$ cat src/rtl/vis_pkg.sv
// package for the vectored interrupt sequencer: constants and carrier types
// Function
// external channels ranked six highest down to one lowest.
// equipment holds its request line until the computer recognises it.
// external channel n forces storage address to entrance 0001n.
// external mode blocks requests until exit 00017 instruction executes.
// return jump stores next main address in target lower half.
// entrance jumping straight to exit continues at nullification 00020 or 00031.
// six internal sources for registers 1,2,4,5,6,7; none for register 3.
// armed monitor raises internal request when that buffer transfer ends.
// internal requests ranked seven highest; only act with no external request.
// internal register j forces storage address to entrance 0002j.
// internal mode ends only after an instruction is read from 00030.
// no request acted on while function is 70, repeat nonzero, or g set.
// monitor flag clears only once its internal request is acknowledged.
// requests are sampled and arbitrated only at instruction boundaries.
package vis_pkg;
	// ------------------------------------------------------------------
	// widths and special addresses (octal)
	// ------------------------------------------------------------------
	localparam int ADDR_W = 15;
	localparam int FUNC_W = 6;
	localparam logic [ADDR_W-1:0] EXT_ENTRY_BASE = 15'h0008; // octal 00010
	localparam logic [ADDR_W-1:0] EXT_EXIT_ADDR  = 15'h000F; // octal 00017
	localparam logic [ADDR_W-1:0] EXT_NULL_ADDR  = 15'h0010; // octal 00020
	localparam logic [ADDR_W-1:0] INT_ENTRY_BASE = 15'h0010; // octal 00020
	localparam logic [ADDR_W-1:0] INT_EXIT_ADDR  = 15'h0018; // octal 00030
	localparam logic [ADDR_W-1:0] INT_NULL_ADDR  = 15'h0019; // octal 00031
	localparam logic [FUNC_W-1:0] FUNC_REPEAT    = 6'h38;    // octal 70
	localparam logic [FUNC_W-1:0] FUNC_ARM_MON   = 6'h3C;    // octal 74
	localparam logic [7:0]        MON_VALID      = 8'hF6;    // registers 1,2,4..7
	localparam logic [7:0]        MON_RESET      = 8'h00;
	localparam logic [2:0]        SRC_NONE       = 3'h0;

	// interrupt status: idle, external or internal mode active
	typedef enum logic [1:0] {VIS_IDLE, VIS_EXT, VIS_INT} vis_mode_t;

	// instruction boundary report from the control section
	typedef struct packed {
		logic              boundary;  // last cycle of an instruction
		logic [FUNC_W-1:0] func;      // function code of finished instruction
		logic [ADDR_W-1:0] addr;      // address it was read from
		logic              retJump;   // it was a return jump
		logic [ADDR_W-1:0] target;    // return jump target
		logic [2:0]        jField;    // j designator
		logic              repeatBusy;// repeat counter nonzero
		logic              gFlag;     // g designator
	} vis_instr_t;

	// forced entrance toward the storage address register
	typedef struct packed {
		logic              load;      // one-cycle pulse: load storage address
		logic [ADDR_W-1:0] addr;
	} vis_entry_t;
endpackage

$ cat src/rtl/vis_sequencer.sv
// vectored interrupt sequencer: priority, entrance forcing, mode tracking
`timescale 1ns/100ps
module vis_sequencer
	import vis_pkg::*;
(
	// clock and reset
	input  wire logic       mclk,
	input  wire logic       resetn,
	// request sources
	input  wire logic [6:1] extRequest,
	input  wire logic [7:1] bufferActive,
	// instruction boundary report
	input  wire vis_instr_t instr,
	// sequencing outputs
	output vis_entry_t      entry,
	output logic [2:0]      source,
	output vis_mode_t       mode,
	output logic [7:1]      monitorArmed,
	output logic            storeLower,
	output logic [ADDR_W-1:0] storeAddr,
	output logic [ADDR_W-1:0] storeData
);
	// ------------------------------------------------------------------
	// request gathering
	// ------------------------------------------------------------------
	logic [7:1] intRequest;
	logic       extAny;
	logic       intAny;
	logic [2:0] extPick;
	logic [2:0] intPick;
	logic       inhibit;
	logic       grant;

	// an armed monitor with no active buffer is a request
	assign intRequest = monitorArmed & ~bufferActive & MON_VALID[7:1];
	assign extAny     = |extRequest;
	assign intAny     = |intRequest;
	assign inhibit    = (instr.func == FUNC_REPEAT) || instr.repeatBusy || instr.gFlag;

	// highest number wins, lower ones wait for the line to be held
	always_comb begin
		extPick = SRC_NONE;
		intPick = SRC_NONE;
		for (int i = 1; i <= 6; i++) begin
			if (extRequest[i]) begin
				extPick = 3'(i);
			end
		end
		for (int i = 1; i <= 7; i++) begin
			if (intRequest[i]) begin
				intPick = 3'(i);
			end
		end
	end

	// grant only at a boundary and only when no mode is open
	assign grant = instr.boundary && (mode == VIS_IDLE) && !inhibit && (extAny || intAny);

	// ------------------------------------------------------------------
	// mode tracking
	// ------------------------------------------------------------------
	logic exitExt;
	logic exitInt;
	assign exitExt = instr.boundary && (instr.addr == EXT_EXIT_ADDR);
	assign exitInt = instr.boundary && (instr.addr == INT_EXIT_ADDR);

	// mode opens on grant, closes only at its own exit location
	always_ff @(posedge mclk or negedge resetn) begin
		if (!resetn) begin
			mode   <= VIS_IDLE;
			source <= SRC_NONE;
		end else begin
			case (mode)
				VIS_IDLE: begin
					if (grant) begin
						mode   <= extAny ? VIS_EXT : VIS_INT;
						source <= extAny ? extPick : intPick;
					end
				end
				VIS_EXT: begin
					if (exitExt) begin
						mode   <= VIS_IDLE;
						source <= SRC_NONE;
					end
				end
				VIS_INT: begin
					if (exitInt) begin
						mode   <= VIS_IDLE;
						source <= SRC_NONE;
					end
				end
				default: begin
					mode   <= VIS_IDLE;
					source <= SRC_NONE;
				end
			endcase
		end
	end

	// ------------------------------------------------------------------
	// entrance forcing and return-jump handling
	// ------------------------------------------------------------------
	// where the interrupted program resumes; any other jump or skip that finishes at the
	// granting boundary is not visible here, so only straight-line flow and return jumps are covered
	logic [ADDR_W-1:0] resumeAddr;
	logic [ADDR_W-1:0] entranceAddr;
	logic              atEntrance;

	assign entranceAddr = ((mode == VIS_INT) ? INT_ENTRY_BASE : EXT_ENTRY_BASE)
	                      + ADDR_W'(source);
	assign atEntrance   = (mode != VIS_IDLE) && (instr.addr == entranceAddr);

	// captured at the grant: a return jump there has already moved the program on
	always_ff @(posedge mclk or negedge resetn) begin
		if (!resetn) begin
			resumeAddr <= '0;
		end else if (grant) begin
			resumeAddr <= instr.retJump ? (instr.target + 15'h0001)
			                            : (instr.addr + 15'h0001);
		end
	end

	// a return jump into an exit with no grant at that boundary makes the next step the nullification slot
	always_ff @(posedge mclk or negedge resetn) begin
		if (!resetn) begin
			entry      <= '0;
			storeLower <= 1'b0;
			storeAddr  <= '0;
			storeData  <= '0;
		end else begin
			entry.load <= 1'b0;
			storeLower <= 1'b0;
			// the finishing instruction always completes its own store, grant or not
			if (instr.boundary && instr.retJump) begin
				storeLower <= 1'b1;
				storeAddr  <= instr.target;
				storeData  <= atEntrance ? resumeAddr : (instr.addr + 15'h0001);
			end
			if (grant) begin
				entry.load <= 1'b1;
				entry.addr <= extAny ? (EXT_ENTRY_BASE + ADDR_W'(extPick))
				                     : (INT_ENTRY_BASE + ADDR_W'(intPick));
			end else if (instr.boundary && instr.retJump) begin
				entry.load <= 1'b1;
				if (instr.target == EXT_EXIT_ADDR) begin
					entry.addr <= EXT_NULL_ADDR;
				end else if (instr.target == INT_EXIT_ADDR) begin
					entry.addr <= INT_NULL_ADDR;
				end else begin
					entry.addr <= instr.target + 15'h0001;
				end
			end
		end
	end

	// ------------------------------------------------------------------
	// buffer monitor flags
	// ------------------------------------------------------------------
	// arming wins over an acknowledge of the same register
	always_ff @(posedge mclk or negedge resetn) begin
		if (!resetn) begin
			monitorArmed <= MON_RESET[7:1];
		end else begin
			for (int i = 1; i <= 7; i++) begin
				if (instr.boundary && instr.func == FUNC_ARM_MON
				    && instr.jField == 3'(i) && MON_VALID[i]) begin
					monitorArmed[i] <= 1'b1;
				end else if (grant && !extAny && intPick == 3'(i)) begin
					monitorArmed[i] <= 1'b0;
				end
			end
		end
	end
endmodule

$ cat config.mk
export PLATFORM = sky130hd
export DESIGN_NAME = vis_sequencer
export DESIGN_NICKNAME = d
export VERILOG_FILES = /design/src/rtl/vis_pkg.sv /design/src/rtl/vis_sequencer.sv
export SDC_FILE = /design/constraint.sdc
export NUM_CORES = 1
export LEC_CHECK = 0
export BUFFER_PORTS_ARGS = -buffer_cell sky130_fd_sc_hd__buf_2
export CAP_MARGIN = 10
export CORE_MARGIN = 4
export CORE_UTILIZATION = 52
export CTS_BUF_LIST = sky130_fd_sc_hd__clkbuf_16
export DETAILED_ROUTE_END_ITERATION = 12
export PLACE_DENSITY_LB_ADDON = 0.15
export SYNTH_ARGS = -nofsm -noshare
export SYNTH_HDL_FRONTEND = slang
export SYNTH_SLANG_ARGS = --single-unit
export TNS_END_PERCENT = 20
$ cat constraint.sdc
create_clock -name mclk -period 2.4 [get_ports mclk]
set_input_delay 0.12 -clock mclk [delete_from_list [all_inputs] [get_ports mclk]]
set_output_delay 0.12 -clock mclk [all_outputs]
set_load 0.02 [all_outputs]
---- Word-level counts from Yosys, hierarchy flattened ----
Index checks and enable logic that the tools add are counted.
cells by class
  muxes and demuxes ....................... 43
  bitwise gates (word level) .............. 2
  reductions and logical operators ........ 38
  equal/unequal tests ..................... 24
  add/sub/neg operators ................... 5
operators with widths
  operator                                               count
  2-to-1 mux 15 bit                                      4
  2-to-1 mux 3 bit                                       11
  2-to-1 mux 16 bit                                      2
  adder 15 x 1 -> 15 bit (second input constant)         2
  equality test 15 x 4 -> 1 bit (second input constant)  2
  equality test 15 x 5 -> 1 bit (second input constant)  2
  equality test 3 bit (second input constant)            8
  logical AND 1 bit                                      21
  nonzero test 2 bit                                     8
  equality test 15 x 6 -> 1 bit                          1
  2-to-1 mux 1 bit                                       15
  2-to-1 mux 2 bit                                       7
  equality test 6 bit (second input constant)            2
  OR reduction 6 bit                                     2
  case mux 3 bit (3 select lines)                        1
  AND 7 bit                                              1
  NOT 7 bit                                              1
  adder 5 x 3 -> 6 bit                                   1
  adder 5 x 3 -> 6 bit (first input constant)            1
  equality test 3 x 1 -> 1 bit (second input constant)   2
  equality test 3 x 2 -> 1 bit (second input constant)   2
  2-to-1 mux 6 bit                                       1
  != test 2 bit (second input constant)                  3
  case mux 2 bit (3 select lines)                        1
  8 further kinds                                        11
word-level totals
  logic and storage cells ................. 126
  output and inout port bits .............. 59
  input port bits ......................... 58
  register bits ........................... 73

---- Depth between registers and ports, before layout ----
Gate-level depths: netlist of the first run.
  depth in word-level cells ............... 12
  mapped depth ............................ 8
  depth with buffers taken out ............ 7

---- Worst setup path after synthesis of the first run ----
Ideal clock, no wire load.
  kind .................................... register to register
  start ................................... register monitorArmed[4] (netlist name)
  end ..................................... register source[1]
  arrival ................................. 1.909 ns
  cell stages (with the launch flop) ...... 8
  path slack .............................. 0.411 ns
  path buffers ............................ 1
  setup time .............................. 0.080 ns
  path through ............................ dfrtp_1 > nand2b_1 > nand4_1 > or3b_1 > o21a_1 > buf_6 > o311a_4 > o22ai_2
between the ends
  word-level cells in the longest chain between the ends .. 8
ends and longest elaborated chain
  what                             line                  RTL
  start: declaration               vis_sequencer.sv:18   output logic [7:1] monitorArmed,
  start signal: assignment         vis_sequencer.sv:162  monitorArmed <= MON_RESET[7:1];
  AND 7 bit *                      vis_sequencer.sv:35   assign intRequest = monitorArmed & ~bufferActive & MON_VALID[7:1];
  2-to-1 mux 3 bit (4 in a row)    vis_sequencer.sv:50   if (intRequest[i]) begin
  2-to-1 mux 3 bit                 vis_sequencer.sv:77   source <= extAny ? extPick : intPick;
  2-to-1 mux 3 bit                 vis_sequencer.sv:75   if (grant) begin
  case mux 3 bit (3 select lines)  vis_sequencer.sv:73   case (mode)
  end signal: assignment           vis_sequencer.sv:77
  end: declaration                 vis_sequencer.sv:16   output logic [2:0] source,
Every way passes the cells marked *; elsewhere a longest branch is shown, timed or not. The select of a mux whose other input is x is not followed.
A chain may end at the register's enable or synchronous reset.

---- Worst setup path after layout of the first run ----
  start ................................... register monitorArmed[4] (netlist name)
  end ..................................... register entry[1] (netlist name)
between the ends
  word-level cells in the longest chain between the ends .. 8
ends and longest elaborated chain
  what                           line                  RTL
  AND 7 bit *                    vis_sequencer.sv:35
  2-to-1 mux 3 bit (4 in a row)  vis_sequencer.sv:50
  adder 5 x 3 -> 6 bit           vis_sequencer.sv:142  : (INT_ENTRY_BASE + ADDR_W'(intPick));
  2-to-1 mux 6 bit               vis_sequencer.sv:141  entry.addr <= extAny ? (EXT_ENTRY_BASE + ADDR_W'(extPick))
  2-to-1 mux 16 bit              vis_sequencer.sv:139  if (grant) begin
  end: declaration               vis_sequencer.sv:15   output vis_entry_t entry,
Every way passes the cells marked *; elsewhere a longest branch is shown, timed or not.

==> run summary, run 1 <==
Critical Path Max Stage Delay = 0.48 ns
Tightest Pin Transition = 0.520 ns
internal power = 0.00257 W
simple-gate area share of the yosys netlist = 0.222
crit-path cells = nand2b_1 -> nand4_1 -> or3b_1 -> o21a_1 -> buf_4 -> a221oi_1 -> a21oi_1
share of power burned in registers = 0.431
Power, Total = 0.00373 W
fin util = 0.674
# IOs = 117
post-synthesis compound-gate area fraction = 0.167
# rows = 31
HP Start = instr[3]
WP data required = 2.59 ns
setup TNS = 0 ns
sw power = 0.00116 W
initial antenna violation count = 0
CTS tree = yes
Die ar. = 9040 um2
pwr dens = 755 nW/um2
Synth Net Count = 514
vias in the first global route = 3494
Crit Reg-Reg Endpoint = entry[1]$_DFFE_PN0P_
Setup-failing EPs final = 0
Critical R2R Launch = monitorArmed[4]$_DFFE_PN0P_
total wire length = 10.4 mm
Lkg Pwr = 2.42 nW
Via density = 5.48
clk sinks = 73
DRT iter0 DRCs = 184
die width = 95.1 um
hold crit path type = in2reg
Final period util = 0.889
CP Capture Type = register
min Tclk post-route = 2.13 ns
remaining antenna violation count = 0
core box area = 7330 um2
post-CTS sizing = 0
Switching Fraction = 0.311
Tot GR Track Use = 0.240
Netlist cell types = 53
Worst Path Arrival = 2.33 ns
async set-reset flop share out of synthesis = 1.00
1st-pass router iterations = 5
clk_skew = 0.00738 ns
routability cong. = 0.846
synth-to-layout area growth = 25.3%
share of cells above drive strength 1 = 0.261
multi-input logic area = 1940 um2
Highest Clock Rate = 469 MHz
Initial Util = 0.538
Hold Crit Depth = 2
largest net degree at the start of global routing = 74
H-Tree Depth = 3
syn_area_per_cell = 8.73 um2
register area = 1830 um2
combinational share of power = 0.223
grt total ovfl = 0
slowest CP cell = or3b_1
worst skew pair latency = 0.33 ns
RSZ-0062 raised after global routing = no
Routed WL per cell = 15.6 um
Final Hold Vio Count = 0
outcome = completed
remaining routing DRC violations = 0
r2r worst-path depth = 7
flops & latches, synth = 73
largest family of logic cells by synthesized area = simple AND/OR/NAND/NOR gates
Post-Place Cell Area = 4640 um2
Clk pwr share = 0.346
Post-Synth Adder-Cell Area = 0.0127
ys flop type = dfrtp_1
Vias = 3666
Max Buffers Root-to-Sink = 2
clock-pin slew on the worst setup and hold paths = 0.06 ns
Num CTS Buffers = 9
hold-critical path endpoint = monitorArmed[4]$_DFFE_PN0P_
cell area after synthesis = 3950 um2
sequential area share after synthesis = 0.463
MaxCap Viol Count = 0
slew margin rel. = 0.649
Die Height = 95.1 um
r2r setup slk = 0.27 ns
final net count = 627
IO Port Bufs = 114
Final Max Tran Viols = 0
final instance area = 4940 um2
Max IR drop VDD = 0.365 mV
Clock Root Buffer = clkbuf_16
crit path kind = reg2reg
YS warnings = 0
first-pass GRT wire length = 17.0 mm
fillers = 598
crit start category = register
CP Max Fanout = 13
DP HPWL = 7.82 mm
n_diodes = 0
post-synthesis mux area share = 0.0228
number of synthesized flops with an enable pin = 0
xor/xnor cell area share of the yosys netlist = 0.0644
Mapped Cells = 452
-- worst max path at each step --
stage,slack [ns],end,cells past startpoint,start
after floorplan,0.41,source[1]$_DFFE_PN0P_,7,monitorArmed[4]$_DFFE_PN0P_
after global placement,0.38,source[1]$_DFFE_PN0P_,8,instr[32]
after detailed placement,0.28,source[1]$_DFFE_PN0P_,8,instr[32]
after CTS,0.27,entry[1]$_DFFE_PN0P_,7,monitorArmed[4]$_DFFE_PN0P_
after global routing,0.11,entry[1]$_DFFE_PN0P_,7,monitorArmed[4]$_DFFE_PN0P_
final,0.27,entry[1]$_DFFE_PN0P_,7,monitorArmed[4]$_DFFE_PN0P_
-- registers in the layout, summed over array words and instances (netlist names) --
| register | flops |
|---|---|
| source | 3 |
| mode | 2 |
| storeLower | 1 |
| monitorArmed | 6 |
| resumeAddr | 15 |
| entry | 16 |
| storeAddr | 15 |
| storeData | 15 |
-- routing by layer --
layer	vias up	wire [um]	track usage
li1	1792	-	-
met1	1736	4560	0.326
met2	126	5100	0.390
met3	12	594	0.0426
met4	0	155	0.0769
met5	-	0	0
-- per-stage QoR --
stage	hold WS (ns)	setup slack [ns]	std cells
after floorplan	-0.176	0.411	452
after global placement	0.182	0.377	652
after detailed placement	0.181	0.280	652
after CTS	0.0103	0.274	669
after global routing	0.0156	0.112	669
final	0.00869	0.268	669
-- synth_stat cells, types with 4 or more instances --
library cell | number | area, um2
buf_2 | 5 | 25.0
nor2_1 | 36 | 135
clkbuf_1 | 14 | 52.6
o31ai_1 | 6 | 45.0
o21ai_0 | 45 | 225
nand3_1 | 11 | 55.1
dfrtp_1 | 73 | 1830
xor2_1 | 16 | 140
inv_1 | 17 | 63.8
ha_1 | 4 | 50.1
mux2i_1 | 9 | 90.1
a211oi_1 | 10 | 75.1
xnor2_1 | 13 | 114
or4_1 | 4 | 30.0
nand4_1 | 7 | 43.8
nand2b_1 | 9 | 56.3
nor2b_1 | 5 | 31.3
nor4_1 | 6 | 37.5
nand2_1 | 92 | 345
a21oi_1 | 23 | 115
-- power groups by stage --
stage	combinational, W	sequential (W)	clock (W)
after global routing	0.000925	0.00163	0.00137
after global placement	0.000813	0.00161	0
final	0.000833	0.00161	0.00129
after detailed placement	0.000835	0.00162	0
after CTS	0.000842	0.00160	0.00130
after floorplan	0.000346	0.00177	0
-- area by class of cell --
type                       count  area share
sequential                    73       0.370
clock inverter                 7      0.0127
tap                           99      0.0251
inverter                      18      0.0137
clock buffer                   9      0.0456
multi-input combinational    337       0.392
timing repair buffer         126       0.142
-- cells in the final DEF, fill, tap and decap left out, drive strengths merged, types with 5 or more instances in the layout --
cell and count:
a21oi 23, mux2i 9, nor2b 5, buf 125
nand2 92, clkbuf 9, o31ai 6, xor2 16
dfrtp 73, nand4 7, inv 19, nor4 8
nand2b 9, nor2 36, xnor2 13, o21ai 49
a211oi 10, nand3 11
-- worst max-delay path: cells and delay by family, from the launching register on --
kind / cells / cell delay, ns
and+or+nand+nor: 3 / 0.78
AOI/OAI and AO/OA: 3 / 0.58
DFF: 1 / 0.39
buffers and inverters: 1 / 0.23
-- kinds of logic (layout without fill, tap and decap cells) --
| family | count (synthesis) | in the layout |
|---|---|---|
| and+or+nand+nor | 187 | 187 |
| muxes | 9 | 9 |
| AOI/OAI and AO/OA | 107 | 107 |
| DFF | 73 | 73 |
| other | 1 | 1 |
| xor gates and xnor gates | 29 | 29 |
| adders and majority gates | 4 | 4 |
| buffers and inverters | 42 | 160 |
-- repair_timing --
action / in CTS / in global routing
hold endpoints to repair: 73 / 0
hold buffers: 1 / 0
setup buffers: 0 / 0
Note: power is estimated with default switching activity, not from simulation.
==> run 2, diff against run 1 <==
--- a/config.mk
+++ b/config.mk
@@ -5,10 +5,10 @@
 export SDC_FILE = /design/constraint.sdc
 export NUM_CORES = 1
 export LEC_CHECK = 0
+export ABC_AREA = 1
 export BUFFER_PORTS_ARGS = -buffer_cell sky130_fd_sc_hd__buf_2
-export CAP_MARGIN = 10
 export CORE_MARGIN = 4
-export CORE_UTILIZATION = 52
+export CORE_UTILIZATION = 54
 export CTS_BUF_LIST = sky130_fd_sc_hd__clkbuf_16
 export DETAILED_ROUTE_END_ITERATION = 12
 export PLACE_DENSITY_LB_ADDON = 0.15
==> run summary, run 2 <==
outcome = completed
Tightest Pin Transition = 0.531 ns (+0.0109 ns)
Critical R2R Launch = monitorArmed[5]$_DFFE_PN0P_
number of synthesized flops with an enable pin = 0 (unchanged)
pwr dens = 706 nW/um2 (-6.5%)
CP Launch Point = monitorArmed[5]$_DFFE_PN0P_
WP data required = 2.67 ns (+0.08 ns)
r2r worst-path depth = 9 (+2)
synth top area cells = dfrtp_1, nand2_1, nand3_1
crit start category = register
post-synth top area share = 0.404 (-0.0586)
clk_skew = 0.00518 ns (-0.00220 ns)
min Tclk post-route = 1.98 ns (-0.149 ns)
DRT iter0 DRCs = 232 (+26%)
synth-to-layout area growth = 20.0%
Post-Place Cell Area = 5110 um2 (+10%)
setup TNS = 0 ns (unchanged)
first-pass GRT wire length = 20.4 mm (+20%)
final net count = 819 (+31%)
Initial Util = 0.552 (+0.0143)
Final Hold Vio Count = 0 (unchanged)
initial antenna violation count = 0 (unchanged)
YS warnings = 0 (unchanged)
fin util = 0.663 (-0.0112)
vias in the first global route = 4385 (+26%)
Clock Root Buffer = clkbuf_16
Setup-failing EPs final = 0 (unchanged)
Highest Clock Rate = 504 MHz (+7.5%)
top post-synthesis cells by count = nand2_1, nand3_1, dfrtp_1
Die Height = 99.5 um (+4.6%)
Netlist cell types = 32 (-40%)
Die ar. = 9890 um2 (+9.4%)
flops & latches, synth = 73 (unchanged)
n_diodes = 0 (unchanged)
Max Buffers Root-to-Sink = 2 (unchanged)
core box area = 8180 um2 (+12%)
IO Port Bufs = 114 (unchanged)
die width = 99.5 um (+4.6%)
1st-pass router iterations = 5 (unchanged)
commonest non-fill, non-tap cell in the layout = nand2_1
Final period util = 0.826 (-0.0620)
commonest cells after routing, fill and taps aside = nand2_1, buf_2, nand3_1, dfrtp_1, inv_1
Biggest register = entry
CP Max Fanout = 31 (+18)
Synth Net Count = 712 (+39%)
HP Start = instr[3]
largest net degree at the start of global routing = 74 (unchanged)
ys flop type = dfrtp_1
Post-CTS Setup Inserts = 0 (unchanged)
async set-reset flop share out of synthesis = 1.00 (unchanged)
post-CTS sizing = 0 (unchanged)
multi-input logic area = 2270 um2 (+17%)
CP Capture Type = register
MaxCap Viol Count = 0 (unchanged)
max reg flops = 16 (unchanged)
most numerous cell in the Yosys netlist = nand2_1
Max IR drop VDD = 0.493 mV (+35%)
top cell type by total area after synthesis = dfrtp_1
hold-critical path endpoint = monitorArmed[2]$_DFFE_PN0P_
sequential area share after synthesis = 0.404 (-0.0586)
Worst Path Arrival = 2.26 ns (-0.07 ns)
remaining antenna violation count = 0 (unchanged)
Crit Reg-Reg Endpoint = entry[3]$_DFFE_PN0P_
Vias = 4652 (+27%)
slew margin rel. = 0.646 (-0.00316)
DP HPWL = 9.12 mm (+17%)
Via density = 5.37 (-2.1%)
Lkg Pwr = 3.02 nW (+25%)
Final Max Tran Viols = 0 (unchanged)
# rows = 33 (+6.5%)
crit path kind = reg2reg
routability cong. = 0.904 (+6.9%)
Num CTS Buffers = 9 (unchanged)
Routed WL per cell = 13.9 um (-11%)
share of cells above drive strength 1 = 0.213 (-0.0488)
r2r setup slk = 0.42 ns (+0.15 ns)
# IOs = 117 (unchanged)
H-Tree Depth = 3 (unchanged)
CTS tree = yes
Mapped Cells = 650 (+44%)
worst skew pair latency = 0.34 ns (about the same)
final instance area = 5420 um2 (+9.7%)
clock-pin slew on the worst setup and hold paths = 0.06 ns (about the same)
fillers = 753 (+26%)
syn_area_per_cell = 6.95 um2 (-20%)
grt total ovfl = 0 (unchanged)
remaining routing DRC violations = 0 (unchanged)
total wire length = 12.0 mm (+16%)
Hold Crit Depth = 3 (+1)
Tot GR Track Use = 0.256 (+0.0164)
hold crit path type = in2reg
RSZ-0062 raised after global routing = no
clk sinks = 73 (unchanged)
register area = 1830 um2 (unchanged)
cell area after synthesis = 4520 um2 (+14%)
## run 2: cell count changes in the layout (fill, tap and decap cells not counted), sizes merged, moves of 8 or more
cell    change
a211oi     -10
a21oi      -19
inv        +55
mux2i       -9
nand2     +153
nand2b      -9
nand3      +69
nand3b      +9
nand4      +13
nor2       +22
nor4        -8
o21ai       -9
xnor2      -11
## run 2: worst max-delay path, stage by stage (launching register included)
cell and delay [ns]:
dfrtp_1 0.39, nand2_1 0.12, nand2_1 0.09, nor2_1 0.15, nand3_2 0.11, nand2_4 0.30, inv_4 0.19, nor2_4 0.36
nand2_1 0.10, nand2_1 0.08
## run 2: per-stage QoR
step / instances / total power, W / setup slack [ns] / hold WS (ns)
6_report: 867 / 0.00382 / 0.416 / 0.0595
5_1_grt: 867 / 0.00404 / 0.225 / 0.0787
4_1_cts: 867 / 0.00385 / 0.445 / 0.0599
3_5_place_dp: 850 / 0.00252 / 0.447 / 0.184
3_3_place_gp: 850 / 0.00249 / 0.492 / 0.180
2_1_floorplan: 650 / 0.00218 / 0.882 / -0.176
## run 2: cell families (layout without fill, tap and decap cells)
group                    after synthesis  after routing  share of synthesized area
AND/OR/NAND/NOR                      419            419                      0.413
adder cells (fa/ha/maj)                4              4                     0.0111
other                                  1              1                   0.000830
XOR/XNOR                              11             11                     0.0213
AO/OA/AOI/OAI                         49             49                     0.0571
flip-flops                            73             73                      0.404
buffers and inverters                 93            205                     0.0925
## run 2: cell type report
type / count / area share
Clock buffer: 9 / 0.0416
Sequential cell: 73 / 0.337
Multi-Input combinational cell: 484 / 0.419
Timing Repair Buffer: 119 / 0.115
Tap cell: 105 / 0.0242
Inverter: 70 / 0.0499
Clock inverter: 7 / 0.0132
## run 2: report_power, final
group	internal, W	switching (W)
registers	0.00146	0.000126
clock network	0.000731	0.000593
logic	0.000322	0.000590
total	0.00252	0.00131
## run 2: how the worst max path moves through the flow
stage	to
3_3_place_gp	entry[8]$_DFFE_PN0P_
5_1_grt	entry[3]$_DFFE_PN0P_
2_1_floorplan	monitorArmed[5]$_DFFE_PN0P_
4_1_cts	entry[3]$_DFFE_PN0P_
6_report	entry[3]$_DFFE_PN0P_
3_5_place_dp	entry[3]$_DFFE_PN0P_
## run 2: timing repair
action                                 in CTS  in global routing
hold buffers                                1                  0
endpoints found under the hold margin      73                  0
setup endpoints to repair                   0                  0
## run 2: routing by layer
layer | GRT usage | vias up | share of wire
met4 | 0.110 | 0 | 0.029
met3 | 0.0470 | 25 | 0.080
met5 | 0 | - | 0
met2 | 0.413 | 187 | 0.47
li1 | - | 2284 | -
met1 | 0.340 | 2156 | 0.42
